==> config.mk <==
export PLATFORM = sky130hd
export DESIGN_NAME = crf_clock_ready_regs
export DESIGN_NICKNAME = d
export VERILOG_FILES = /design/src/pkg/crf_pkg.sv /design/src/core/crf_clock_ready_regs.sv
export SDC_FILE = /design/constraint.sdc
export NUM_CORES = 1
export LEC_CHECK = 0
export ABC_CLOCK_PERIOD_IN_PS = 5750
export BUFFER_PORTS_ARGS = -buffer_cell sky130_fd_sc_hd__buf_2
export CORE_MARGIN = 4
export CORE_UTILIZATION = 52
export DETAILED_ROUTE_END_ITERATION = 8
export PLACE_DENSITY_LB_ADDON = 0.08
export SLEW_MARGIN = 20
export SYNTH_ARGS = -nofsm -noshare
export SYNTH_HDL_FRONTEND = slang
export SYNTH_HIERARCHICAL = 1
export SYNTH_SLANG_ARGS = --single-unit
==> constraint.sdc <==
create_clock -name core_clk -period 5.75 [get_ports core_clk]
set_clock_uncertainty 0.05 [all_clocks]
set_input_delay 0.8625 -clock core_clk [delete_from_list [all_inputs] [get_ports core_clk]]
set_output_delay 0.8625 -clock core_clk [all_outputs]
set_load 0.05 [all_outputs]
==> src/pkg/crf_pkg.sv <==
// Constants and types for the clock-ready flags and APB2 peripheral soft-reset block.
// Assumes a 32-bit APB slave on one system clock.
`default_nettype none

package crf_pkg;

	// ----------------------------------------------------------------
	// Register map
	// ----------------------------------------------------------------
	localparam int ADDR_W = 12;
	localparam logic [ADDR_W-1:0] OFFS_CLOCK_READY_IRQ_CTRL = 12'h008;
	localparam logic [ADDR_W-1:0] OFFS_APB2_PERIPH_SOFT_RESET = 12'h00c;

	// ----------------------------------------------------------------
	// Clock interrupt register layout
	// ----------------------------------------------------------------
	localparam int NUM_SRC = 7;
	localparam int FLAG_LSB = 0;
	localparam int EN_LSB = 8;
	localparam int CLR_LSB = 16;
	localparam logic [31:0] IRQ_CTRL_RESET = 32'h0000_0000;

	localparam int SRC_RC40K = 0;
	localparam int SRC_SLOW_XTAL = 1;
	localparam int SRC_RC8M = 2;
	localparam int SRC_FAST_XTAL = 3;
	localparam int SRC_MAIN_PLL = 4;
	localparam int SRC_SECOND_PLL = 5;
	localparam int SRC_THIRD_PLL = 6;

	// ----------------------------------------------------------------
	// APB2 soft-reset register layout
	// ----------------------------------------------------------------
	localparam logic [31:0] APB2_RST_RESET = 32'h0000_0000;
	localparam logic [31:0] APB2_RST_WR_MASK = 32'h0038_7e7d;

	// Oscillator and PLL stable indications, bit order equals flag order
	typedef struct packed {
		logic thirdPll;
		logic secondPll;
		logic mainPll;
		logic fastCrystalOsc;
		logic rc8mInternalOsc;
		logic slowCrystalOsc;
		logic rc40kInternalOsc;
	} crf_src_t;

	typedef struct packed {
		logic [9:0] rsvd31;
		logic       timerTenSoftReset;
		logic       timerNineSoftReset;
		logic       timerEightSoftReset;
		logic [3:0] rsvd18;
		logic       firstSerialPortSoftReset;
		logic       timerSevenSoftReset;
		logic       firstSpiSoftReset;
		logic       timerZeroSoftReset;
		logic       secondAdcSoftReset;
		logic       firstAdcSoftReset;
		logic [1:0] rsvd8;
		logic       portESoftReset;
		logic       portDSoftReset;
		logic       portCSoftReset;
		logic       portBSoftReset;
		logic       portASoftReset;
		logic       rsvd1;
		logic       altfuncIoSoftReset;
	} crf_apb2_rst_t;

endpackage

`default_nettype wire

==> src/core/crf_clock_ready_regs.sv <==
// Clock-ready interrupt flags and APB2 peripheral soft-reset register, APB slave.
// Assumes stable indications arrive asynchronously and software keeps reserved bits zero.
//
// What this block does
// - Third PLL stable while enabled sets its flag; write-one clear resets it.
// - Second PLL stable flag at bit 5, set when stable and enabled, held until cleared.
// - Main PLL stable flag at bit 4, cleared only by reset or software write-one clear.
// - Fast crystal stable flag at bit 3, set when stable and enabled.
// - Internal 8 MHz RC stable flag at bit 2, set when stable and enabled.
// - Slow crystal stable flag at bit 1, set when stable and enabled.
// - Internal 40 kHz RC stable flag at bit 0, set when stable and enabled.
// - APB2 soft-reset register at offset 0x0C, resets to all zeros.
// - Each soft-reset bit is plain read-write; while set, its peripheral is held in reset.
// - Timer resets at bits 21, 20, 19, 13 and 11.
// - GPIO port resets E..A at bits 6..2, resetting the whole port.
// - Alternate-function I/O held in reset while bit 0 is set.
// - Clear bits 22:16 are write-one; writing 0 has no effect.
// - Enables are read-write bits 14:8 in flag order.
// - Third PLL flag sits at bit 6.
//
// Register access over APB was decided locally.
`default_nettype none

// ----------------------------------------------------------------
// Next value of one stabilization flag
// ----------------------------------------------------------------
module crf_ready_flag_next
(
	input  wire logic stableSync,
	input  wire logic irqEn,
	input  wire logic armedPrev,
	input  wire logic flagCur,
	input  wire logic clearReq,
	output var  logic armedNow,
	output var  logic flagNext
);
	import crf_pkg::*;

	logic setEvent;

	always_comb
	begin
		// Set on the edge of stable-and-enabled, so a cleared flag stays clear while stable
		armedNow = stableSync & irqEn;
		setEvent = armedNow & ~armedPrev;
		// Clear wins over a same-cycle set; that set is then lost
		flagNext = clearReq ? 1'b0 : (flagCur | setEvent);
	end

endmodule

module crf_clock_ready_regs
(
	input  wire logic                   core_clk,
	input  wire logic                   rst,
	input  wire logic [crf_pkg::ADDR_W-1:0] paddr,
	input  wire logic                   psel,
	input  wire logic                   penable,
	input  wire logic                   pwrite,
	input  wire logic [31:0]            pwdata,
	output var  logic [31:0]            prdata,
	output var  logic                   pready,
	output var  logic                   pslverr,
	input  wire crf_pkg::crf_src_t      oscReady,
	output var  crf_pkg::crf_apb2_rst_t periphSoftReset,
	output var  logic                   clockReadyIrq
);
	import crf_pkg::*;

	// ----------------------------------------------------------------
	// State
	// ----------------------------------------------------------------
	typedef struct packed {
		logic [NUM_SRC-1:0] syncFirst;
		logic [NUM_SRC-1:0] syncSecond;
		logic [NUM_SRC-1:0] armedPrev;
		logic [NUM_SRC-1:0] readyFlag;
		logic [NUM_SRC-1:0] readyIrqEn;
		crf_apb2_rst_t      apb2PeriphSoftReset;
		logic [31:0]        rdata;
		logic               ready;
		logic               slverr;
		logic               irq;
	} crf_state_t;

	crf_state_t         state_reg;
	crf_state_t         state_next;
	logic               setupPhase;
	logic               accessDone;
	logic               hitIrqCtrl;
	logic               hitApb2Rst;
	wire logic [NUM_SRC-1:0] armed;
	wire logic [NUM_SRC-1:0] flagNext;
	logic [NUM_SRC-1:0] clrEv;
	logic [31:0]        irqCtrlRead;
	crf_apb2_rst_t      softWrite;
	crf_apb2_rst_t      softNext;

	// ----------------------------------------------------------------
	// Per-source flag logic
	// ----------------------------------------------------------------
	crf_ready_flag_next u_flag_third_pll
	(
		.stableSync (state_reg.syncSecond[SRC_THIRD_PLL]),
		.irqEn      (state_reg.readyIrqEn[SRC_THIRD_PLL]),
		.armedPrev  (state_reg.armedPrev[SRC_THIRD_PLL]),
		.flagCur    (state_reg.readyFlag[SRC_THIRD_PLL]),
		.clearReq   (clrEv[SRC_THIRD_PLL]),
		.armedNow   (armed[SRC_THIRD_PLL]),
		.flagNext   (flagNext[SRC_THIRD_PLL])
	);

	crf_ready_flag_next u_flag_second_pll
	(
		.stableSync (state_reg.syncSecond[SRC_SECOND_PLL]),
		.irqEn      (state_reg.readyIrqEn[SRC_SECOND_PLL]),
		.armedPrev  (state_reg.armedPrev[SRC_SECOND_PLL]),
		.flagCur    (state_reg.readyFlag[SRC_SECOND_PLL]),
		.clearReq   (clrEv[SRC_SECOND_PLL]),
		.armedNow   (armed[SRC_SECOND_PLL]),
		.flagNext   (flagNext[SRC_SECOND_PLL])
	);

	crf_ready_flag_next u_flag_main_pll
	(
		.stableSync (state_reg.syncSecond[SRC_MAIN_PLL]),
		.irqEn      (state_reg.readyIrqEn[SRC_MAIN_PLL]),
		.armedPrev  (state_reg.armedPrev[SRC_MAIN_PLL]),
		.flagCur    (state_reg.readyFlag[SRC_MAIN_PLL]),
		.clearReq   (clrEv[SRC_MAIN_PLL]),
		.armedNow   (armed[SRC_MAIN_PLL]),
		.flagNext   (flagNext[SRC_MAIN_PLL])
	);

	crf_ready_flag_next u_flag_fast_xtal
	(
		.stableSync (state_reg.syncSecond[SRC_FAST_XTAL]),
		.irqEn      (state_reg.readyIrqEn[SRC_FAST_XTAL]),
		.armedPrev  (state_reg.armedPrev[SRC_FAST_XTAL]),
		.flagCur    (state_reg.readyFlag[SRC_FAST_XTAL]),
		.clearReq   (clrEv[SRC_FAST_XTAL]),
		.armedNow   (armed[SRC_FAST_XTAL]),
		.flagNext   (flagNext[SRC_FAST_XTAL])
	);

	crf_ready_flag_next u_flag_rc8m
	(
		.stableSync (state_reg.syncSecond[SRC_RC8M]),
		.irqEn      (state_reg.readyIrqEn[SRC_RC8M]),
		.armedPrev  (state_reg.armedPrev[SRC_RC8M]),
		.flagCur    (state_reg.readyFlag[SRC_RC8M]),
		.clearReq   (clrEv[SRC_RC8M]),
		.armedNow   (armed[SRC_RC8M]),
		.flagNext   (flagNext[SRC_RC8M])
	);

	crf_ready_flag_next u_flag_slow_xtal
	(
		.stableSync (state_reg.syncSecond[SRC_SLOW_XTAL]),
		.irqEn      (state_reg.readyIrqEn[SRC_SLOW_XTAL]),
		.armedPrev  (state_reg.armedPrev[SRC_SLOW_XTAL]),
		.flagCur    (state_reg.readyFlag[SRC_SLOW_XTAL]),
		.clearReq   (clrEv[SRC_SLOW_XTAL]),
		.armedNow   (armed[SRC_SLOW_XTAL]),
		.flagNext   (flagNext[SRC_SLOW_XTAL])
	);

	crf_ready_flag_next u_flag_rc40k
	(
		.stableSync (state_reg.syncSecond[SRC_RC40K]),
		.irqEn      (state_reg.readyIrqEn[SRC_RC40K]),
		.armedPrev  (state_reg.armedPrev[SRC_RC40K]),
		.flagCur    (state_reg.readyFlag[SRC_RC40K]),
		.clearReq   (clrEv[SRC_RC40K]),
		.armedNow   (armed[SRC_RC40K]),
		.flagNext   (flagNext[SRC_RC40K])
	);

	// ----------------------------------------------------------------
	// Write-one clear decode
	// ----------------------------------------------------------------
	always_comb
	begin
		clrEv = '0;
		if (accessDone && pwrite && hitIrqCtrl)
		begin
			clrEv = pwdata[CLR_LSB +: NUM_SRC];
		end
	end

	// ----------------------------------------------------------------
	// Next-state logic
	// ----------------------------------------------------------------
	always_comb
	begin
		state_next = state_reg;
		setupPhase = psel & ~penable;
		accessDone = psel & penable & state_reg.ready;
		hitIrqCtrl = (paddr == OFFS_CLOCK_READY_IRQ_CTRL);
		hitApb2Rst = (paddr == OFFS_APB2_PERIPH_SOFT_RESET);

		// Two-stage synchroniser on the asynchronous stable indications
		state_next.syncFirst = oscReady;
		state_next.syncSecond = state_reg.syncFirst;

		// Edge memory for the per-source flag logic
		state_next.armedPrev = armed;
		softWrite = crf_apb2_rst_t'(pwdata);
		softNext = crf_apb2_rst_t'(APB2_RST_RESET);

		if (accessDone && pwrite && hitIrqCtrl)
		begin
			state_next.readyIrqEn = pwdata[EN_LSB +: NUM_SRC];
		end

		state_next.readyFlag = flagNext;

		// Soft-reset bits change only by software; reserved bits stay zero
		if (accessDone && pwrite && hitApb2Rst)
		begin
			softNext.timerTenSoftReset = softWrite.timerTenSoftReset;
			softNext.timerNineSoftReset = softWrite.timerNineSoftReset;
			softNext.timerEightSoftReset = softWrite.timerEightSoftReset;
			softNext.firstSerialPortSoftReset = softWrite.firstSerialPortSoftReset;
			softNext.timerSevenSoftReset = softWrite.timerSevenSoftReset;
			softNext.firstSpiSoftReset = softWrite.firstSpiSoftReset;
			softNext.timerZeroSoftReset = softWrite.timerZeroSoftReset;
			softNext.secondAdcSoftReset = softWrite.secondAdcSoftReset;
			softNext.firstAdcSoftReset = softWrite.firstAdcSoftReset;
			softNext.portESoftReset = softWrite.portESoftReset;
			softNext.portDSoftReset = softWrite.portDSoftReset;
			softNext.portCSoftReset = softWrite.portCSoftReset;
			softNext.portBSoftReset = softWrite.portBSoftReset;
			softNext.portASoftReset = softWrite.portASoftReset;
			softNext.altfuncIoSoftReset = softWrite.altfuncIoSoftReset;
			state_next.apb2PeriphSoftReset = softNext;
		end

		// Interrupt level follows enabled flags
		state_next.irq = |(state_next.readyFlag & state_next.readyIrqEn);

		// Clear bits and bit 7 read as zero
		irqCtrlRead = '0;
		irqCtrlRead[FLAG_LSB +: NUM_SRC] = state_reg.readyFlag;
		irqCtrlRead[EN_LSB +: NUM_SRC] = state_reg.readyIrqEn;

		// Answer is prepared in the setup cycle and shown in the access cycle
		state_next.ready = setupPhase;
		state_next.slverr = setupPhase & ~(hitIrqCtrl | hitApb2Rst);
		if (setupPhase)
		begin
			if (pwrite)
			begin
				state_next.rdata = '0;
			end
			else if (hitIrqCtrl)
			begin
				state_next.rdata = irqCtrlRead;
			end
			else if (hitApb2Rst)
			begin
				state_next.rdata = state_reg.apb2PeriphSoftReset;
			end
			else
			begin
				state_next.rdata = '0;
			end
		end
	end

	// ----------------------------------------------------------------
	// State register
	// ----------------------------------------------------------------
	always_ff @(posedge core_clk)
	begin
		if (rst)
		begin
			state_reg <= '0;
			state_reg.readyFlag <= IRQ_CTRL_RESET[FLAG_LSB +: NUM_SRC];
			state_reg.readyIrqEn <= IRQ_CTRL_RESET[EN_LSB +: NUM_SRC];
			state_reg.apb2PeriphSoftReset <= crf_apb2_rst_t'(APB2_RST_RESET);
		end
		else
		begin
			state_reg <= state_next;
		end
	end

	// ----------------------------------------------------------------
	// Outputs
	// ----------------------------------------------------------------
	always_comb
	begin
		prdata = state_reg.rdata;
		pready = state_reg.ready;
		pslverr = state_reg.slverr;
		periphSoftReset = state_reg.apb2PeriphSoftReset;
		clockReadyIrq = state_reg.irq;
	end

endmodule

`default_nettype wire

==> impl_metrics.env, run 1 <==
export IMPL_finalCritPeriodShare=0.526
export IMPL_post_place_ws_ps=2320
export IMPL_synth_xor_area_frac=0
export IMPL_gp_congestion=0.805
export IMPL_synthAdderAreaFrac=0
export IMPL_ctsHtreeMaxLevel=3
export IMPL_drt_vias_per_instance=4.65
export IMPL_std_cell_rows=27
export IMPL_drive_gt1_frac=0.263
export IMPL_core_area_um2=5610
export IMPL_numCtsBuffers=9
export IMPL_yosys_area_share_simple=0.214
export IMPL_rsz0062_at_grt="no"
export IMPL_cts_resized_gates=0
export IMPL_syn_inst=351
export IMPL_slowest_delay_ps=810
export IMPL_synth_seq_area_share=0.456
export IMPL_arrival_ps=3200
export IMPL_fin_ws_ps=2720
export IMPL_antenna_found_initial=0
export IMPL_grt_pass1_vias=1997
export IMPL_crit_slowest_cell="nor4_4"
export IMPL_ios=123
export IMPL_globalRouteOverflowTotal=0
export IMPL_synth_top_family_by_area="simple AND/OR/NAND/NOR gates"
export IMPL_drtAntennaViolNets=0
export IMPL_slew_headroom=0.407
export IMPL_reg2regPathDepth=7
export IMPL_crit_family="simple AND/OR/NAND/NOR gates"
export IMPL_rrSetupSlack_ps=3410
export IMPL_die_width_um=84.9
export IMPL_cts_sinks=70
export IMPL_die_h_um=84.9
export IMPL_setup_viol=0
export IMPL_worst_path_buf_inv=2
export IMPL_clkTransAtPathRegs_ps=70
export IMPL_num_antenna_cells=0
export IMPL_cts_root_buffer="clkbuf_8"
export IMPL_final_hold_viol_count=0
export IMPL_die_area_um2=7210
export IMPL_synthMuxAreaShare=0.0228
export IMPL_synthArstFlopShare=0
export IMPL_cts_hold_buf=0
export IMPL_cap_violations=0
export IMPL_synth_most_common_cell="dfxtp_1"
export IMPL_ys_top_cells_by_count="70 x dfxtp_1, 64 x buf_4, 42 x nand2_1"
export IMPL_final_setup_tns_ps=0
export IMPL_cp_max_fo=14
export IMPL_cts_buffer_depth=2
export IMPL_synth_ff_type="dfxtp_1"
export IMPL_synth_top_area_share=0.456
export IMPL_power_leakage_uw=0.00141
export IMPL_wirelength_um=5870
export IMPL_track_usage=0.164
export IMPL_first_pass_iters=4
export IMPL_ir_worst_vdd_uv=157
export IMPL_worstReg2RegStart="pready$_SDFF_PP0_"
export IMPL_timing_fmax_mhz=330
export IMPL_nets=446
export IMPL_grt_pass1_wl_um=9390
export IMPL_io_buffers=78
export IMPL_wire_per_inst_um=12.6
export IMPL_whs_path_depth=1
export IMPL_syn_area_um2=3080
export IMPL_start_util=0.548
export IMPL_ys_ff_latch=70
export IMPL_whs_ps=383
export IMPL_synth_top_area_cell="dfxtp_1"
export IMPL_cts_tree="yes"
export IMPL_hpwl_um=4380
export IMPL_largest_register_ffs=17
export IMPL_drc=0
export IMPL_startpoint_type="primary input"
export IMPL_synth_compound_area_frac=0.109
export IMPL_cts_setup_buffers=0
export IMPL_path_class="primary input to register"
export IMPL_holdPathEnd="state_reg[90]$_SDFF_PP0_"
export IMPL_drt_iter0_markers=117
export IMPL_area_growth_synth_to_final_pct=7.04
export IMPL_clk_latency_ps=340
export IMPL_grt_max_degree=71
export IMPL_worstPathRequired_ps=5920
export IMPL_placed_cells=451
export IMPL_tightest_slew_ps=883
export IMPL_worstPathCellList="buf_2, or4b_4, nor4_4, and2_2, a21oi_1, inv_1, o22ai_1, o41a_1"
export IMPL_end_kind="register"
export IMPL_synth_area_leaders="dfxtp_1 46%, buf_4 16%, a21oi_1 5.5%"
export IMPL_period_needed_ps=3030
export IMPL_drv_slew=0
export IMPL_worstHoldStart="state_next[90]$_SDFF_PP0_"
export IMPL_p_per_area_nw_per_um2=276
export IMPL_rr_endpoint="clockReadyIrq$_SDFF_PP0_"
export IMPL_yosys_warnings=6
export IMPL_fin_cells=467
export IMPL_status="completed"
export IMPL_synth_area_per_cell_um2=8.76
export IMPL_hold_path_class="register to register"
export IMPL_synth_edf_count=0
export IMPL_dr_total_vias=2171
export IMPL_ys_types=31
worst reg2reg max path, cell delays in order (launching register included):
cell	delay [ps]
dfxtp_1	370
nand4_1	160
nor4_4	760
and2_2	270
a21oi_1	40
inv_1	70
o22ai_1	90
o41a_1	410
where the power goes:
part / internal [uW] / switching [uW] / leakage [uW]
Combinational: 15.5 / 65.5 / 0.000754
Sequential: 490 / 1.69 / 0.000567
Clock: 166 / 170 / 0.0000861
Total: 671 / 237 / 0.00141
cell families after synthesis:
group,count (synthesis)
buffers and inverters,96
AOI/OAI and AO/OA,55
and+or+nand+nor,122
muxes,7
DFF,70
other,1
placed cells by master, fill, tap and decap left out, types with 2 or more instances in the layout:
cell      count
mux2i_1       7
a22oi_1      17
nand3b_1      7
nand2_1      42
clkbuf_1      2
o22ai_1       2
and2_1        7
conb_1       32
clkinv_2      3
nor2_1       20
nor2b_1      23
nor3_1        2
and2_2        7
clkbuf_8     10
a21oi_1      34
inv_1        14
buf_2        78
dfxtp_1      70
and3_1        3
worst max-delay path by stage:
stage | slack (ps) | endpoint | depth (start not counted) | startpoint
4_1_cts | 2670 | clockReadyIrq$_SDFF_PP0_ | 8 | paddr[1]
3_5_place_dp | 2320 | clockReadyIrq$_SDFF_PP0_ | 8 | paddr[1]
5_1_grt | 2630 | clockReadyIrq$_SDFF_PP0_ | 8 | paddr[1]
2_1_floorplan | 2840 | clockReadyIrq$_SDFF_PP0_ | 8 | paddr[1]
6_report | 2720 | clockReadyIrq$_SDFF_PP0_ | 8 | paddr[1]
3_3_place_gp | 2310 | clockReadyIrq$_SDFF_PP0_ | 8 | paddr[1]
cell type report:
class	count	area, um2
clock buffers	12	145
clock inverters	4	22.5
fillers	546	2320
inverters	14	52.6
multi-input cells	216	1180
flip-flops and latches	70	1400
well taps	72	90.1
repair buffers	79	398
through the flow:
stage	instance area, um2	util	total power (uW)
floorplan	3190	-	580
global placement	3120	0.557	583
detailed placement	3120	0.557	583
CTS	3290	0.587	919
global route	3290	0.587	946
finish	3290	0.587	909
metal layers:
metal / track usage / wire [um] / share of wire
met1: 0.221 / 2710 / 0.46
met2: 0.255 / 2630 / 0.45
met3: 0.0379 / 445 / 0.076
met4: 0.0647 / 85 / 0.014
met5: 0 / 0 / 0
No activity file was read; power rests on OpenSTA's default activity.
==> run 2: changes to the inputs <==
Settings changed: ABC_CLOCK_PERIOD_IN_PS 5750 to 2800, CORE_UTILIZATION 52 to 48.
Clock period 5.75 ns to 2.8 ns, I/O delays scaled along.
==> impl_metrics.env, run 2 (synthesis gave the netlist of run 1 again) <==
export IMPL_status="completed"
export IMPL_clk_latency_ps=340
export IMPL_finalCritPeriodShare=0.779
export IMPL_globalRouteOverflowTotal=0
export IMPL_setup_viol=0
export IMPL_nets=448
export IMPL_drc=0
export IMPL_ios=123
export IMPL_clkTransAtPathRegs_ps=70
export IMPL_dpl_cell_area_um2=3170
export IMPL_ff_latch_area_um2=1400
export IMPL_drtAntennaViolNets=0
export IMPL_wirelength_um=6150
export IMPL_end_kind="register"
export IMPL_final_common_cell="buf_2"
export IMPL_antenna_found_initial=0
export IMPL_cts_sinks=70
export IMPL_rr_endpoint="clockReadyIrq$_SDFF_PP0_"
export IMPL_area_growth_synth_to_final_pct=9.52
export IMPL_rsz0062_at_grt="no"
export IMPL_grt_pass1_vias=1977
export IMPL_dr_total_vias=2214
export IMPL_cp_max_fo=14
export IMPL_numCtsBuffers=9
export IMPL_drt_vias_per_instance=4.69
export IMPL_p_per_area_nw_per_um2=593
export IMPL_die_area_um2=7750
export IMPL_arrival_ps=2360
export IMPL_holdPathEnd="state_next[92]$_SDFF_PP0_"
export IMPL_drv_slew=0
export IMPL_multi_input_area_um2=1180
export IMPL_startpoint_type="primary input"
export IMPL_whs_path_depth=2
export IMPL_cts_buffer_depth=2
export IMPL_wire_per_inst_um=13.0
export IMPL_die_width_um=88.0
export IMPL_final_util=0.556
export IMPL_path_class="primary input to register"
export IMPL_tightest_slew_ps=647
export IMPL_hold_path_class="primary input to register"
export IMPL_final_cell_mix="78 x buf_2, 70 x dfxtp_1, 42 x nand2_1"
export IMPL_cts_resized_gates=0
export IMPL_grt_pass1_wl_um=9470
export IMPL_power_leakage_uw=0.00144
export IMPL_period_needed_ps=2180
export IMPL_first_pass_iters=4
export IMPL_ctsHtreeMaxLevel=3
export IMPL_cts_root_buffer="clkbuf_8"
export IMPL_io_buffers=78
export IMPL_timing_fmax_mhz=458
export IMPL_worstReg2RegStart="pready$_SDFF_PP0_"
export IMPL_track_usage=0.160
export IMPL_cts_tree="yes"
export IMPL_ir_worst_vdd_uv=341
export IMPL_drive_gt1_frac=0.270
export IMPL_worstPathRequired_ps=2970
export IMPL_worstHoldStart="oscReady[4]"
export IMPL_final_setup_tns_ps=0
export IMPL_rrSetupSlack_ps=870
export IMPL_drt_iter0_markers=90
export IMPL_fill_cells=602
export IMPL_cts_setup_buffers=0
export IMPL_largest_register_ffs=17
export IMPL_core_area_um2=6060
export IMPL_cap_violations=0
export IMPL_cts_hold_buf=0
export IMPL_grt_max_degree=38
export IMPL_hpwl_um=4520
export IMPL_gp_congestion=0.768
export IMPL_reg2regPathDepth=6
export IMPL_num_antenna_cells=0
export IMPL_start_util=0.507
export IMPL_finalInstanceArea_um2=3370
export IMPL_slew_headroom=0.568
export IMPL_std_cell_rows=28
export IMPL_final_hold_viol_count=0
export IMPL_die_h_um=88.0
## run 2: cell count changes in the layout (fill, tap and decap cells not counted), sizes merged
cell,previous run,this run
buf,79,81
bufinv,0,1
clkinvlp,1,0
## run 2: how the worst max path moves through the flow
stage / end / start / cells past startpoint / slack (ps)
global placement: clockReadyIrq$_SDFF_PP0_ / paddr[1] / 7 / 250
detailed placement: clockReadyIrq$_SDFF_PP0_ / paddr[1] / 7 / 240
global route: clockReadyIrq$_SDFF_PP0_ / paddr[1] / 7 / 520
finish: clockReadyIrq$_SDFF_PP0_ / paddr[1] / 7 / 620
floorplan: clockReadyIrq$_SDFF_PP0_ / paddr[1] / 8 / 330
CTS: clockReadyIrq$_SDFF_PP0_ / paddr[1] / 7 / 610
## run 2: through the flow
step | setup WS (ps) | instances | power (uW) | hold WS (ps)
after floorplan | 333 | 382 | 1190 | 364
after global routing | 523 | 472 | 2070 | 224
after global placement | 247 | 456 | 1200 | 367
final | 619 | 472 | 2000 | 235
after CTS | 607 | 472 | 2020 | 221
after detailed placement | 241 | 456 | 1200 | 373
## run 2: per-layer routing
layer  up-vias  global-route usage  share of wire
li1       1134                   -              -
met1       992               0.220           0.47
met2        77               0.240           0.44
met3        11              0.0329          0.072
met4         0              0.0783          0.020
met5         -                   0              0
## run 2: area by class of cell
cell class                 instances  share of cell area
tap                               75              0.0279
timing repair buffer              81               0.130
sequential                        70               0.416
multi-input combinational        216               0.351
clock inverter                     4              0.0134
clock buffer                      12              0.0461
inverter                          14              0.0156
## run 2: power breakdown
part,leakage (uW),total (uW),internal (uW),switching [uW]
Sequential,0.000567,1010,1010,3.14
Clock,0.000106,818,456,362
Combinational,0.000771,170,34.5,136
## run 2: worst max-delay path: stages
cell	delay, ps
buf_2	100
or4b_4	540
nor4_4	340
buf_12	190
mux2i_1	230
o22ai_1	120
o41a_1	410
==> run 3: changes to the inputs <==
Settings changed: ABC_CLOCK_PERIOD_IN_PS 2800 to 2230.
Clock period 2.8 ns to 2.23 ns, I/O delays scaled along.
==> impl_metrics.env, run 3 (synthesis gave the netlist of run 1 again) <==
export IMPL_cts_root_buffer="clkbuf_8"
export IMPL_internal_power_uw=2030
export IMPL_placed_cells=470
export IMPL_cts_tree="yes"
export IMPL_arrival_ps=2270
export IMPL_status="completed"
export IMPL_cp_max_fo=14
export IMPL_cts_sinks=70
export IMPL_die_width_um=88.0
export IMPL_grt_pass1_vias=2028
export IMPL_final_util=0.579
export IMPL_power_frac_seq=0.479
export IMPL_drc=0
export IMPL_globalRouteOverflowTotal=0
export IMPL_rsz0062_at_grt="no"
export IMPL_slowest_delay_ps=530
export IMPL_die_area_um2=7750
export IMPL_track_usage=0.167
export IMPL_std_cell_rows=28
export IMPL_wire_per_inst_um=12.8
export IMPL_crit_path_end="clockReadyIrq$_SDFF_PP0_"
export IMPL_timing_fmax_mhz=476
export IMPL_dr_total_vias=2276
export IMPL_wirelength_um=6220
export IMPL_pwr_share_clk=0.439
export IMPL_largest_register_ffs=17
export IMPL_ios=123
export IMPL_power_leakage_uw=0.00152
export IMPL_worstPathRequired_ps=2400
export IMPL_ir_worst_vdd_uv=639
export IMPL_reg2regPathDepth=8
export IMPL_gp_congestion=0.760
export IMPL_die_h_um=88.0
export IMPL_io_buffers=78
export IMPL_antenna_found_initial=0
export IMPL_cts_resized_gates=0
export IMPL_fin_cells=486
export IMPL_path_class="primary input to register"
export IMPL_drive_gt1_frac=0.294
export IMPL_area_growth_synth_to_final_pct=14.0
export IMPL_setup_viol=0
export IMPL_cap_violations=0
export IMPL_power_uw=2650
export IMPL_clkTransAtPathRegs_ps=70
export IMPL_cp_startpoint="paddr[5]"
export IMPL_crit_cells=9
export IMPL_core_area_um2=6060
export IMPL_finalCritPeriodShare=0.941
export IMPL_p_comb_frac=0.082
export IMPL_grt_max_degree=33
export IMPL_crit_family="simple AND/OR/NAND/NOR gates"
export IMPL_worst_path_buf_inv=3
export IMPL_p_switching_uw=619
export IMPL_worstHoldStart="oscReady[6]"
export IMPL_first_pass_iters=4
export IMPL_whs_ps=150
export IMPL_cts_buffer_depth=2
export IMPL_fill_cells=603
export IMPL_drtAntennaViolNets=0
export IMPL_drt_iter0_markers=79
export IMPL_p_per_area_nw_per_um2=755
export IMPL_startpoint_type="primary input"
export IMPL_final_cell_mix="78 x buf_2, 70 x dfxtp_1, 42 x nand2_1"
export IMPL_cts_setup_buffers=0
export IMPL_rr_endpoint="clockReadyIrq$_SDFF_PP0_"
export IMPL_clk_latency_ps=340
export IMPL_final_setup_tns_ps=0
export IMPL_grt_pass1_wl_um=9860
export IMPL_hold_path_class="primary input to register"
export IMPL_end_kind="register"
export IMPL_start_util=0.507
export IMPL_ctsHtreeMaxLevel=3
export IMPL_cts_hold_buf=0
export IMPL_p_sw_frac=0.234
export IMPL_period_needed_ps=2100
export IMPL_final_common_cell="buf_2"
export IMPL_rrSetupSlack_ps=290
export IMPL_worstReg2RegStart="pready$_SDFF_PP0_"
export IMPL_num_antenna_cells=0
export IMPL_worstPathCellList="buf_2, or4_4, nor4_4, buf_12, and2_2, a21oi_1, inv_1, o22ai_1, o41a_1"
export IMPL_drt_vias_per_instance=4.68
export IMPL_crit_slowest_cell="or4_4"
export IMPL_hpwl_um=4750
export IMPL_drv_slew=0
export IMPL_numCtsBuffers=9
export IMPL_nets=462
export IMPL_final_hold_viol_count=0
run 3: changes by cell type in the layout (fill, tap and decap cells not counted), sizes merged:
cell	delta
buf	+14
bufinv	+1
clkbuf	+1
clkinv	-2
run 3: power groups by stage:
stage	Sequential, uW	Clock [uW]	Combinational, uW
finish	1270	1160	218
global route	1270	1260	231
CTS	1270	1200	217
detailed placement	1300	0	217
global placement	1300	0	216
floorplan	1300	0	197
run 3: worst min path at each step:
stage / endpoint / slack, ps / cells after the start
2_1_floorplan: state_reg[88]$_SDFF_PP0_ / 360 / 1
3_5_place_dp: state_reg[88]$_SDFF_PP0_ / 380 / 1
4_1_cts: state_next[91]$_SDFF_PP0_ / 140 / 2
5_1_grt: state_next[93]$_SDFF_PP0_ / 160 / 2
3_3_place_gp: state_reg[90]$_SDFF_PP0_ / 370 / 1
6_report: state_next[94]$_SDFF_PP0_ / 150 / 2
run 3: final cells by class:
| class | count | area, um2 | area share |
|---|---|---|---|
| clock inverters | 3 | 65.1 | 0.0186 |
| multi-input cells | 216 | 1180 | 0.337 |
| clock buffers | 13 | 169 | 0.0482 |
| well taps | 75 | 93.8 | 0.0268 |
| repair buffers | 95 | 543 | 0.155 |
| flip-flops and latches | 70 | 1400 | 0.400 |
| inverters | 14 | 52.6 | 0.0150 |
run 3: stage by stage:
step | cell area, um2 | setup WS [ps]
final | 3510 | 131
after global routing | 3510 | 35.1
after CTS | 3510 | 133
after detailed placement | 3270 | -234
after global placement | 3270 | -226
after floorplan | 3190 | -149
run 3: metal layers:
| metal | GRT usage | vias to the layer above | wire length, um |
|---|---|---|---|
| met5 | 0 | - | 0 |
| met4 | 0.0453 | 0 | 65 |
| met3 | 0.0611 | 7 | 558 |
| met2 | 0.256 | 75 | 2850 |
| met1 | 0.222 | 1034 | 2740 |
| li1 | - | 1160 | - |
